## config.mk

```make
export PLATFORM = sky130hd
export DESIGN_NAME = port_c_gpio
export DESIGN_NICKNAME = d
export VERILOG_FILES = /design/src/pkg/port_c_pkg.sv /design/src/hdl/pin_sync.sv /design/src/hdl/port_c_gpio.sv
export SDC_FILE = /design/constraint.sdc
export NUM_CORES = 1
export LEC_CHECK = 0
export BUFFER_PORTS_ARGS = -buffer_cell sky130_fd_sc_hd__buf_2
export CAP_MARGIN = 20
export CELL_PAD_IN_SITES_DETAIL_PLACEMENT = 1
export CELL_PAD_IN_SITES_GLOBAL_PLACEMENT = 2
export CORE_UTILIZATION = 25
export CTS_CLUSTER_DIAMETER = 120
export CTS_CLUSTER_SIZE = 14
export DETAILED_ROUTE_END_ITERATION = 6
export PLACE_DENSITY = 0.81
export SYNTH_ARGS = -nofsm -noshare
export SYNTH_HDL_FRONTEND = slang
export SYNTH_SLANG_ARGS = --single-unit
```

## constraint.sdc

```tcl
create_clock -name core_clk -period 3.1 [get_ports core_clk]
set_input_delay 0.155 -clock core_clk [delete_from_list [all_inputs] [get_ports core_clk]]
set_output_delay 0.155 -clock core_clk [all_outputs]
set_load 0.02 [all_outputs]
```

## src/pkg/port_c_pkg.sv

```systemverilog
// Register map, reset values and field positions of the eight-bit port C block.
package port_c_pkg;

  // ==========================================================================
  // Register indices; the Avalon word address equals the index (byte address is four times it).
  // ==========================================================================
  localparam int ADDR_W = 32;
  localparam logic [ADDR_W-1:0] PORT_C_DATA_IDX = 32'hFFFFF058;
  localparam logic [ADDR_W-1:0] PORT_C_DIRECTION_IDX = 32'hFFFFF05A;
  localparam logic [ADDR_W-1:0] PORT_C_FUNCTION_SELECT_IDX = 32'hFFFFF05B;

  // ==========================================================================
  // Widths and reset values.
  // ==========================================================================
  localparam int PORT_W = 8;
  localparam int BUS_W = 32;
  localparam logic [7:0] DATA_LATCH_RESET = 8'hFF;
  localparam logic [7:0] DIRECTION_RESET = 8'h00;
  localparam logic [7:0] FUNCTION_SELECT_RESET = 8'h00;
  localparam logic [7:0] PIN_SYNC_RESET = 8'h00;
  localparam logic [BUS_W-1:0] READ_ZERO = 32'h00000000;

  // ==========================================================================
  // Pin positions of the alternate functions.
  // ==========================================================================
  localparam int PIN_TIMER_IN_A = 0;
  localparam int PIN_TIMER_IN_B = 1;
  localparam int PIN_TIMER_IN_C = 2;
  localparam int PIN_TIMER_OUT_A = 3;
  localparam int PIN_TIMER_IN_D = 4;
  localparam int PIN_TIMER_OUT_B = 5;
  localparam int PIN_KEY = 6;
  localparam int PIN_WIDE_OUT = 7;

endpackage : port_c_pkg

```

## src/hdl/pin_sync.sv

```systemverilog
// Three-stage pin synchroniser that accepts a change once stages two and three agree.
`timescale 1ns/1ps
module pin_sync #(
  parameter int WIDTH = 8 // Number of pins.
) (
  input wire logic core_clk, // System clock.
  input wire logic rstSync_n, // Synchronised reset, active low.
  input wire logic [WIDTH-1:0] pinRaw, // Asynchronous pin levels.
  output logic [WIDTH-1:0] pinLevel // Filtered pin levels.
);
  import port_c_pkg::*;

  logic [WIDTH-1:0] stage1_reg;
  logic [WIDTH-1:0] stage2_reg;
  logic [WIDTH-1:0] stage3_reg;
  logic [WIDTH-1:0] level_reg;

  // ==========================================================================
  // Synchroniser chain.
  // ==========================================================================
  // The first stage feeds only the second stage, keeping metastability contained.
  always_ff @(posedge core_clk or negedge rstSync_n) begin
    if (!rstSync_n) begin
      stage1_reg <= WIDTH'(PIN_SYNC_RESET);
      stage2_reg <= WIDTH'(PIN_SYNC_RESET);
      stage3_reg <= WIDTH'(PIN_SYNC_RESET);
    end else begin
      stage1_reg <= pinRaw;
      stage2_reg <= stage1_reg;
      stage3_reg <= stage2_reg;
    end
  end

  // A bit moves only where stages two and three agree, which rejects one-cycle glitches.
  always_ff @(posedge core_clk or negedge rstSync_n) begin
    if (!rstSync_n) begin
      level_reg <= WIDTH'(PIN_SYNC_RESET);
    end else begin
      level_reg <= (level_reg & ~(stage2_reg ~^ stage3_reg)) | (stage3_reg & (stage2_reg ~^ stage3_reg));
    end
  end

  assign pinLevel = level_reg;

endmodule : pin_sync

```

## src/hdl/port_c_gpio.sv

```systemverilog
// Eight-bit port C with direction, data latch and alternate-function routing.
`timescale 1ns/1ps
module port_c_gpio (
  input wire logic core_clk, // System clock, 50 MHz.
  input wire logic rst_n, // Asynchronous reset, active low.
  input wire logic [port_c_pkg::ADDR_W-1:0] avs_address, // Avalon word address.
  input wire logic avs_read, // Avalon read request.
  input wire logic avs_write, // Avalon write request.
  input wire logic [port_c_pkg::BUS_W-1:0] avs_writedata, // Avalon write data.
  input wire logic [3:0] avs_byteenable, // Avalon byte enables.
  output logic [port_c_pkg::BUS_W-1:0] avs_readdata, // Avalon read data.
  output logic avs_waitrequest, // Avalon wait request.
  input wire logic [port_c_pkg::PORT_W-1:0] padIn, // Pin input levels.
  output logic [port_c_pkg::PORT_W-1:0] padOut, // Pin output levels.
  output logic [port_c_pkg::PORT_W-1:0] padOe, // Pin output enables, high drives.
  output logic keyPullup, // Pull-up enable for pin 6.
  input wire logic key_pullup_enable, // Pull-up enable from key wake-up control.
  input wire logic key_wakeup_pin_setting, // Key input enabled for pin 6.
  input wire logic eight_bit_timer_out_a, // Timer output routed to pin 3.
  input wire logic eight_bit_timer_out_b, // Timer output routed to pin 5.
  input wire logic eight_bit_timer_out_c, // Timer output routed to pin 7.
  output logic eight_bit_timer_in_a, // Timer input from pin 0.
  output logic eight_bit_timer_in_b, // Timer input from pin 1.
  output logic eight_bit_timer_in_c, // Timer input from pin 2.
  output logic eight_bit_timer_in_d, // Timer input from pin 4.
  output logic ext_interrupt_a, // Interrupt input from pin 0.
  output logic ext_interrupt_b, // Interrupt input from pin 1.
  output logic ext_interrupt_c, // Interrupt input from pin 2.
  output logic wide_timer_in_0, // Wide timer input from pin 6.
  output logic wide_timer_in_1, // Wide timer input from pin 7.
  output logic key_input_line // Key input from pin 6.
);
  import port_c_pkg::*;

  // ==========================================================================
  // Declarations.
  // ==========================================================================
  logic rstMeta_reg;
  logic rstSync_n;
  logic ack_reg;
  logic ackNext;
  logic request;
  logic accept;
  logic [7:0] latch_reg;
  logic [7:0] direction_reg;
  logic [7:0] fsel_reg;
  logic [7:0] pinLevel;
  logic [7:0] dataView;
  logic [7:0] padOut_reg;
  logic [7:0] padOutNext;
  logic [BUS_W-1:0] readdata_reg;
  logic [BUS_W-1:0] readdataNext;
  logic pullup_reg;
  logic [9:0] periphIn_reg;
  logic [9:0] periphInNext;

  // The pin routing below is hard-wired to eight pins.
  if (PORT_W != 8) begin : g_width_check
    $error("port_c_gpio supports exactly eight pins");
  end

  // Input pin is routed when selected and in input mode.
  function automatic logic routeIn(input logic sel, input logic dir, input logic lvl);
    routeIn = sel & ~dir & lvl;
  endfunction : routeIn

  // ==========================================================================
  // Reset release.
  // ==========================================================================
  // Reset asserts at once and releases after two clean edges.
  always_ff @(posedge core_clk or negedge rst_n) begin
    if (!rst_n) begin
      rstMeta_reg <= 1'b0;
      rstSync_n <= 1'b0;
    end else begin
      rstMeta_reg <= 1'b1;
      rstSync_n <= rstMeta_reg;
    end
  end

  // ==========================================================================
  // Pin input synchroniser.
  // ==========================================================================
  pin_sync #(
    .WIDTH(PORT_W)
  ) u_pin_sync (
    .core_clk(core_clk),
    .rstSync_n(rstSync_n),
    .pinRaw(padIn),
    .pinLevel(pinLevel)
  );

  // ==========================================================================
  // Avalon slave handshake.
  // ==========================================================================
  // Each access waits one cycle so that read data come from a register.
  assign request = avs_read | avs_write;
  assign ackNext = request & ~ack_reg;
  assign accept = request & ack_reg;
  assign avs_waitrequest = request & ~ack_reg;

  always_ff @(posedge core_clk or negedge rstSync_n) begin
    if (!rstSync_n) begin
      ack_reg <= 1'b0;
    end else begin
      ack_reg <= ackNext;
    end
  end

  assign dataView = (direction_reg & latch_reg) | (~direction_reg & pinLevel);

  // Write-only registers and unmapped addresses read as zero.
  always_comb begin
    readdataNext = READ_ZERO;
    if (avs_address == PORT_C_DATA_IDX) begin
      readdataNext = {24'h000000, dataView};
    end else begin
      readdataNext = READ_ZERO;
    end
  end

  // Read data are captured while the slave still waits and stand at the accept edge.
  always_ff @(posedge core_clk or negedge rstSync_n) begin
    if (!rstSync_n) begin
      readdata_reg <= READ_ZERO;
    end else if (ackNext && avs_read) begin
      readdata_reg <= readdataNext;
    end
  end

  assign avs_readdata = readdata_reg;

  // ==========================================================================
  // Registers.
  // ==========================================================================
  // Latch reset high.
  always_ff @(posedge core_clk or negedge rstSync_n) begin
    if (!rstSync_n) begin
      latch_reg <= DATA_LATCH_RESET;
    end else if (accept && avs_write && avs_byteenable[0] && avs_address == PORT_C_DATA_IDX) begin
      latch_reg <= avs_writedata[7:0];
    end
  end

  always_ff @(posedge core_clk or negedge rstSync_n) begin
    if (!rstSync_n) begin
      direction_reg <= DIRECTION_RESET;
    end else if (accept && avs_write && avs_byteenable[0]
                 && avs_address == PORT_C_DIRECTION_IDX) begin
      direction_reg <= avs_writedata[7:0];
    end
  end

  always_ff @(posedge core_clk or negedge rstSync_n) begin
    if (!rstSync_n) begin
      fsel_reg <= FUNCTION_SELECT_RESET;
    end else if (accept && avs_write && avs_byteenable[0]
                 && avs_address == PORT_C_FUNCTION_SELECT_IDX) begin
      fsel_reg <= avs_writedata[7:0];
    end
  end

  // ==========================================================================
  // Output routing.
  // ==========================================================================
  // Output mux.
  always_comb begin
    padOutNext = latch_reg;
    if (fsel_reg[PIN_TIMER_OUT_A] && direction_reg[PIN_TIMER_OUT_A]) begin
      padOutNext[PIN_TIMER_OUT_A] = eight_bit_timer_out_a;
    end
    if (fsel_reg[PIN_TIMER_OUT_B] && direction_reg[PIN_TIMER_OUT_B]) begin
      padOutNext[PIN_TIMER_OUT_B] = eight_bit_timer_out_b;
    end
    if (fsel_reg[PIN_WIDE_OUT] && direction_reg[PIN_WIDE_OUT]) begin
      padOutNext[PIN_WIDE_OUT] = eight_bit_timer_out_c;
    end
  end

  // Pin data are registered, so timer edges reach the pins one cycle late.
  always_ff @(posedge core_clk or negedge rstSync_n) begin
    if (!rstSync_n) begin
      padOut_reg <= DATA_LATCH_RESET;
    end else begin
      padOut_reg <= padOutNext;
    end
  end

  assign padOut = padOut_reg;
  assign padOe = direction_reg;

  always_ff @(posedge core_clk or negedge rstSync_n) begin
    if (!rstSync_n) begin
      pullup_reg <= 1'b0;
    end else begin
      pullup_reg <= key_pullup_enable & key_wakeup_pin_setting & fsel_reg[PIN_KEY];
    end
  end

  assign keyPullup = pullup_reg;

  // ==========================================================================
  // Peripheral input routing.
  // ==========================================================================
  // Input routes.
  // Shared inputs both see the pin when selected; interrupts on pins 0 to 2 need no select. The receiving module decides which one listens.
  always_comb begin
    periphInNext = 10'h000;
    periphInNext[0] = routeIn(fsel_reg[0], direction_reg[0], pinLevel[0]);
    periphInNext[1] = routeIn(fsel_reg[1], direction_reg[1], pinLevel[1]);
    periphInNext[2] = routeIn(fsel_reg[2], direction_reg[2], pinLevel[2]);
    periphInNext[3] = routeIn(fsel_reg[4], direction_reg[4], pinLevel[4]);
    periphInNext[4] = routeIn(1'b1, direction_reg[0], pinLevel[0]);
    periphInNext[5] = routeIn(1'b1, direction_reg[1], pinLevel[1]);
    periphInNext[6] = routeIn(1'b1, direction_reg[2], pinLevel[2]);
    periphInNext[7] = routeIn(fsel_reg[6], direction_reg[6], pinLevel[6]);
    periphInNext[8] = routeIn(fsel_reg[7], direction_reg[7], pinLevel[7]);
    periphInNext[9] = routeIn(fsel_reg[6], direction_reg[6], pinLevel[6]);
  end

  always_ff @(posedge core_clk or negedge rstSync_n) begin
    if (!rstSync_n) begin
      periphIn_reg <= 10'h000;
    end else begin
      periphIn_reg <= periphInNext;
    end
  end

  assign eight_bit_timer_in_a = periphIn_reg[0];
  assign eight_bit_timer_in_b = periphIn_reg[1];
  assign eight_bit_timer_in_c = periphIn_reg[2];
  assign eight_bit_timer_in_d = periphIn_reg[3];
  assign ext_interrupt_a = periphIn_reg[4];
  assign ext_interrupt_b = periphIn_reg[5];
  assign ext_interrupt_c = periphIn_reg[6];
  assign wide_timer_in_0 = periphIn_reg[7];
  assign wide_timer_in_1 = periphIn_reg[8];
  assign key_input_line = periphIn_reg[9];
endmodule : port_c_gpio

```

-- Yosys cells after proc, flatten, opt, wreduce, memory -nomap -nowiden
Index checks and enable logic that the tools add are counted.
- reductions and logical operators: 9
- mux-type cells: 4
- equal/unequal tests: 3
- bitwise operators: 36
- operators with widths (cell ; count):
    32-bit == test, second input constant ; 3
    8-bit AND ; 4
    1-bit AND ; 19
    8-bit NOT ; 2
    8-bit OR ; 2
    1-bit logical AND ; 9
    8-bit two-way mux ; 1
    8-bit bitwise XNOR ; 1
    1-bit NOT ; 7
    1-bit two-way mux ; 3
    1-bit OR ; 1
- logic and storage cells: 66
- output and inout bits: 60
- register bits after elaboration: 110
- input port bits: 85

-- Depth between registers and ports, before layout
- word-level depth: 5
- mapped depth: 5
- gate-level depth less buffers: 4

-- Modules after synthesis
From an unflattened synthesis, not the netlist that was laid out.
- cell total of the unflattened synthesis: 208
- area, all modules: 3153.0 um^2
- by module, submodules not included (module ; cells each ; area an instance (um^2) ; times used):
    port_c_gpio ; 168 ; 2262.2 ; 1
    pin_sync ; 40 ; 890.9 ; 1

-- Least setup slack after synthesis
OpenSTA, ideal clock, no wires.
- path type: input to register
- start point: input port avs_address[31] in the netlist's numbering
- end point: register fsel_reg[0]
- data arrival time: 1.362 ns
- buffers on the path: 1
- stages: 5
- setup slack: 1.613 ns
- library setup time: 0.125 ns
- cell sequence: nand4_1 > nor4_4 > and4_2 > buf_6 > mux2_2
- longest elaborated chain between the ends: 2
- RTL lines (element ; line ; source):
    from (decl) ; port_c_gpio.sv:6 ; input wire logic [port_c_pkg::ADDR_W-1:0] avs_address,
    32-bit == test ; port_c_gpio.sv:158 ; && avs_address == PORT_C_FUNCTION_SELECT_IDX) begin
    1-bit logical AND ; port_c_gpio.sv:158 ;
    to (signal assigned) ; port_c_gpio.sv:159 ; fsel_reg <= avs_writedata[7:0];
    to (decl) ; port_c_gpio.sv:46 ; logic [7:0] fsel_reg;
No other way between the ends.
A chain may end at the register's enable or synchronous reset.

-- Worst setup path after layout
- start point: input port avs_address[0] in the netlist's numbering
- end point: register readdata_reg[7] (netlist: avs_readdata[7])
- longest elaborated chain between the ends: 2
- RTL lines (element ; line ; source):
    32-bit == test ; port_c_gpio.sv:115 ; if (avs_address == PORT_C_DATA_IDX) begin
    8-bit two-way mux ; port_c_gpio.sv:115 ;
    to (signal assigned) ; port_c_gpio.sv:127 ; readdata_reg <= readdataNext;
    to (decl) ; port_c_gpio.sv:51 ; logic [BUS_W-1:0] readdata_reg;
No other way between the ends.

==> metrics.md <==
| Metric | Value |
|---|---|
| Status | `completed` |
| Most frequent cell after synthesis | `dfrtp_1` |
| Worst Setup SP | `avs_address[0]` |
| Critical Path, Cell by Cell | `buf_2 -> nor4b_1 -> and4_1 -> nand4b_1 -> o21ai_0` |
| Overall power | `2.30 mW` |
| DIE AREA | `13000 µm²` |
| Critical R2R Launch | `ack_reg` |
| Worst-Margin Slew | `~540 ps` |
| PwrDens | `561 nW/µm²` |
| Cts repair resizes | `0` |
| WP data arrival | `around 1800 ps` |
| Largest net degree at the start of global routing | `84` |
| Period utilization | `51.3%` |
| Clk_skew | `~5.5 ps` |
| Final WL | `around 6600 µm` |
| Die height | `approximately 110 µm` |
| Worst path slowest cell | `nor4b_1` |
| GRT Total Usage | `between 10 and 15%` |
| Core area | `12100 µm²` |
| Critical path class | `primary input to register` |
| Detailed placer's ending HPWL | `4680 µm` |
| Post-route insts no fill | `about 490` |
| Top post-synthesis cells by count | `dfrtp_1, mux2_2, buf_4, dfstp_2, nand2_1` |
| # nets final | `approximately 400` |
| DRT iter0 DRCs | `66` |
| Routed wire length per instance | `between 10 and 15 µm` |
| Die extent in x | `roughly 110 µm` |
| Internal | `around 1.8 mW` |
| Worst endpoint required time | `3330 ps` |
| Logic gate share of total power | `roughly 5.8%` |
| Placement Rows | `40` |
| Clock Tree Buf Depth | `2` |
| GRT Residual Overflow | `0` |
| Initial antenna violation count | `0` |
| Register-to-Register Path Depth | `3` |
| Switching power | `about 0.53 mW` |
| Fillers | `roughly 1300` |
| Normalized max-slew margin | `roughly 64%` |
| Minimum clock period | `roughly 1600 ps` |
| # clock sinks | `85` |
| Worst-path fanout max | `8` |
| Via count | `between 1500 and 2000` |
| Slew Limit Fails | `0` |
| Clock share of power | `a little over two fifths` |
| Post-synthesis cell type count | `28` |
| Area Overhead vs Synth | `30.5%` |
| CTS tree | `done` |
| Clk slew on worst S/H paths | `around 60 ps` |
| Largest incremental delay on the critical path | `480 ps` |
| Top_reg_cell synth | `dfrtp_1` |
| Inserted Clock Buffers | `9` |
| Post-CTS setup repair buffer count | `0` |
| First-pass GRT wire length | `roughly 11000 µm` |
| Max FFs per register | `9` |
| TritonRoute pass-1 iters | `2` |
| Synth area leader | `dfrtp_1` |
| Drt drc | `0` |
| I/O pin total | `around 150` |
| Seq pwr share | `between 50% and 60%` |
| Switching part of the total | `between 20% and 30%` |
| Hold slack | `57.0 ps` |
| PortBufs | `93` |
| Antenna viol nets, final | `0` |
| Initial cell density of the core | `between 20% and 30%` |
| Pleak | `between 2 and 2.5 nW` |
| Worst-Skew Late Latency | `between 300 and 400 ps` |
| Reg2Reg Setup Slack | `roughly 1500 ps` |
| Startpoint Class | `primary input` |
| Buf/Inv on CP | `1` |
| Worst setup path endpoint | `avs_readdata[7]` |
| Vias/cell | `4.03` |
| Sequential area share after synthesis | `about two thirds` |
| Worst path top cell family by delay | `simple AND/OR/NAND/NOR gates` |
| Syn Inst Count | `approximately 210` |
| Area contributors post-synth | `dfrtp_1, dfstp_2, mux2_2` |
| FMAX | `0.629 GHz` |
| Clk root buf | `clkbuf_16` |
| Max Cap Viol | `0` |
| Synthesized area | `~3100 µm²` |
| RSZ-0062 raised after global routing | `false` |
| EDFF count, synth | `0` |
| Final setup fails | `0` |
| Reg-to-reg endpoint | `fsel_reg[4]` |
| Placer Congestion | `around 0.67` |
| Crit end category | `register` |
| Async S/R FF share, synth | `100%` |
| H-tree depth | `3` |
| Syn avg cell area | `around 15 µm²` |
| Peak VDD IR | `0.220 mV` |
| Top-area cell type share of the netlist area | `a little over half` |
| Final Hold Viols | `0` |
| Share of layout cells above drive strength 1 | `between 40 and 50%` |
| ANT cells | `0` |
| Critical Path Stages | `5` |
| Placed cells | `around 470` |
| Synth Register Bits | `85` |
| Vias in the first global route | `2057` |
| Sum Neg Setup Slack | `0 ps` |
| Ys Warns | `0` |
| Worst hold-check path type | `primary input to register` |
worst register-to-register path, cell delays in order, from the launching register on:
cell     delay, ps
dfrtp_1        380
and3_1         230
and4_2         450
mux2_2         380
repair_timing:
action                                 CTS  global route
setup endpoints to repair                0             0
hold buffers                             9             0
endpoints found under the hold margin   10             0
through the flow:
step,utilization [%],worst slack [ps],cell area (µm²)
after floorplan,-,585,3230
after global placement,30.6,1220,3700
after detailed placement,30.6,1170,3700
after CTS,33.6,1510,4070
after global routing,33.9,1380,4100
final,33.9,1510,4100
how the worst min path moves through the flow:
stage                                startpoint     endpoint  slack [ps]  cells after the start
after floorplan                           rst_n  rstMeta_reg        -140                      0
after global placement                    rst_n  rstMeta_reg         -60                      1
after detailed placement                  rst_n  rstMeta_reg         -60                      1
after CTS                 eight_bit_timer_out_c    padOut[7]          40                      2
after global routing      eight_bit_timer_out_a    padOut[3]          50                      2
final                     eight_bit_timer_out_a    padOut[3]          60                      2
per-layer routing:
| layer | routed length, µm | vias up | global-route usage [%] |
|---|---|---|---|
| met5 | 0 | - | 0 |
| met4 | 108 | 0 | 4.94 |
| met3 | 587 | 12 | 4.61 |
| met2 | 3380 | 78 | 18.8 |
| met1 | 2570 | 991 | 12.1 |
| li1 | - | 896 | - |
power by group through the flow:
stage / sequential (mW) / combinational (mW) / clock [mW]
2_1_floorplan: 1.19 / 0.0776 / 0
3_3_place_gp: 1.20 / 0.109 / 0
3_5_place_dp: 1.20 / 0.111 / 0
4_1_cts: 1.18 / 0.120 / 1.04
5_1_grt: 1.17 / 0.149 / 1.08
6_report: 1.17 / 0.134 / 0.999
cells by family after synthesis:
kind of cell             Yosys count  share of synthesized area [%]
AO/OA/AOI/OAI                     11                           1.75
adder cells (fa/ha/maj)            8                           2.55
buffers and inverters             27                           6.45
flip-flops                        85                           68.3
multiplexers                      32                           11.3
other                              2                          0.239
AND/OR/NAND/NOR                   43                           9.40
placed cells by master (no fill, tap or decap):
cell and count:
dlygate4sd3_1 9, nand2_1 12, a21oi_1 3, nor2_1 3, nor4bb_1 1, and4_1 1, buf_2 93, dfstp_2 16
clkbuf_1 1, and4_2 1, nand4_1 4, clkinv_2 2, buf_16 1, nor4_4 1, clkbuf_16 9, and4b_1 2
and4bb_2 1, conb_1 25, nand4b_1 1, o21ai_0 8, nor2b_1 3, dfrtp_1 68, dfrtp_4 1, inv_6 2
maj3_1 8, and3b_1 2, mux2_2 27, nand2b_1 1, clkbuf_8 1, mux2i_1 5, clkinvlp_4 1, and2_1 3
nor4b_1 2, nand4_2 2, and3_1 3
layout make-up:
class / instances / area [µm²] / area share (%)
Timing Repair Buffer: 103 / 583 / 14.2
Tap cell: 168 / 210 / 5.13
Clock buffer: 11 / 243 / 5.92
Multi-Input combinational cell: 119 / 878 / 21.4
Clock inverter: 5 / 35.0 / 0.854
Sequential cell: 85 / 2150 / 52.5
(Power assumes the default switching activity.)
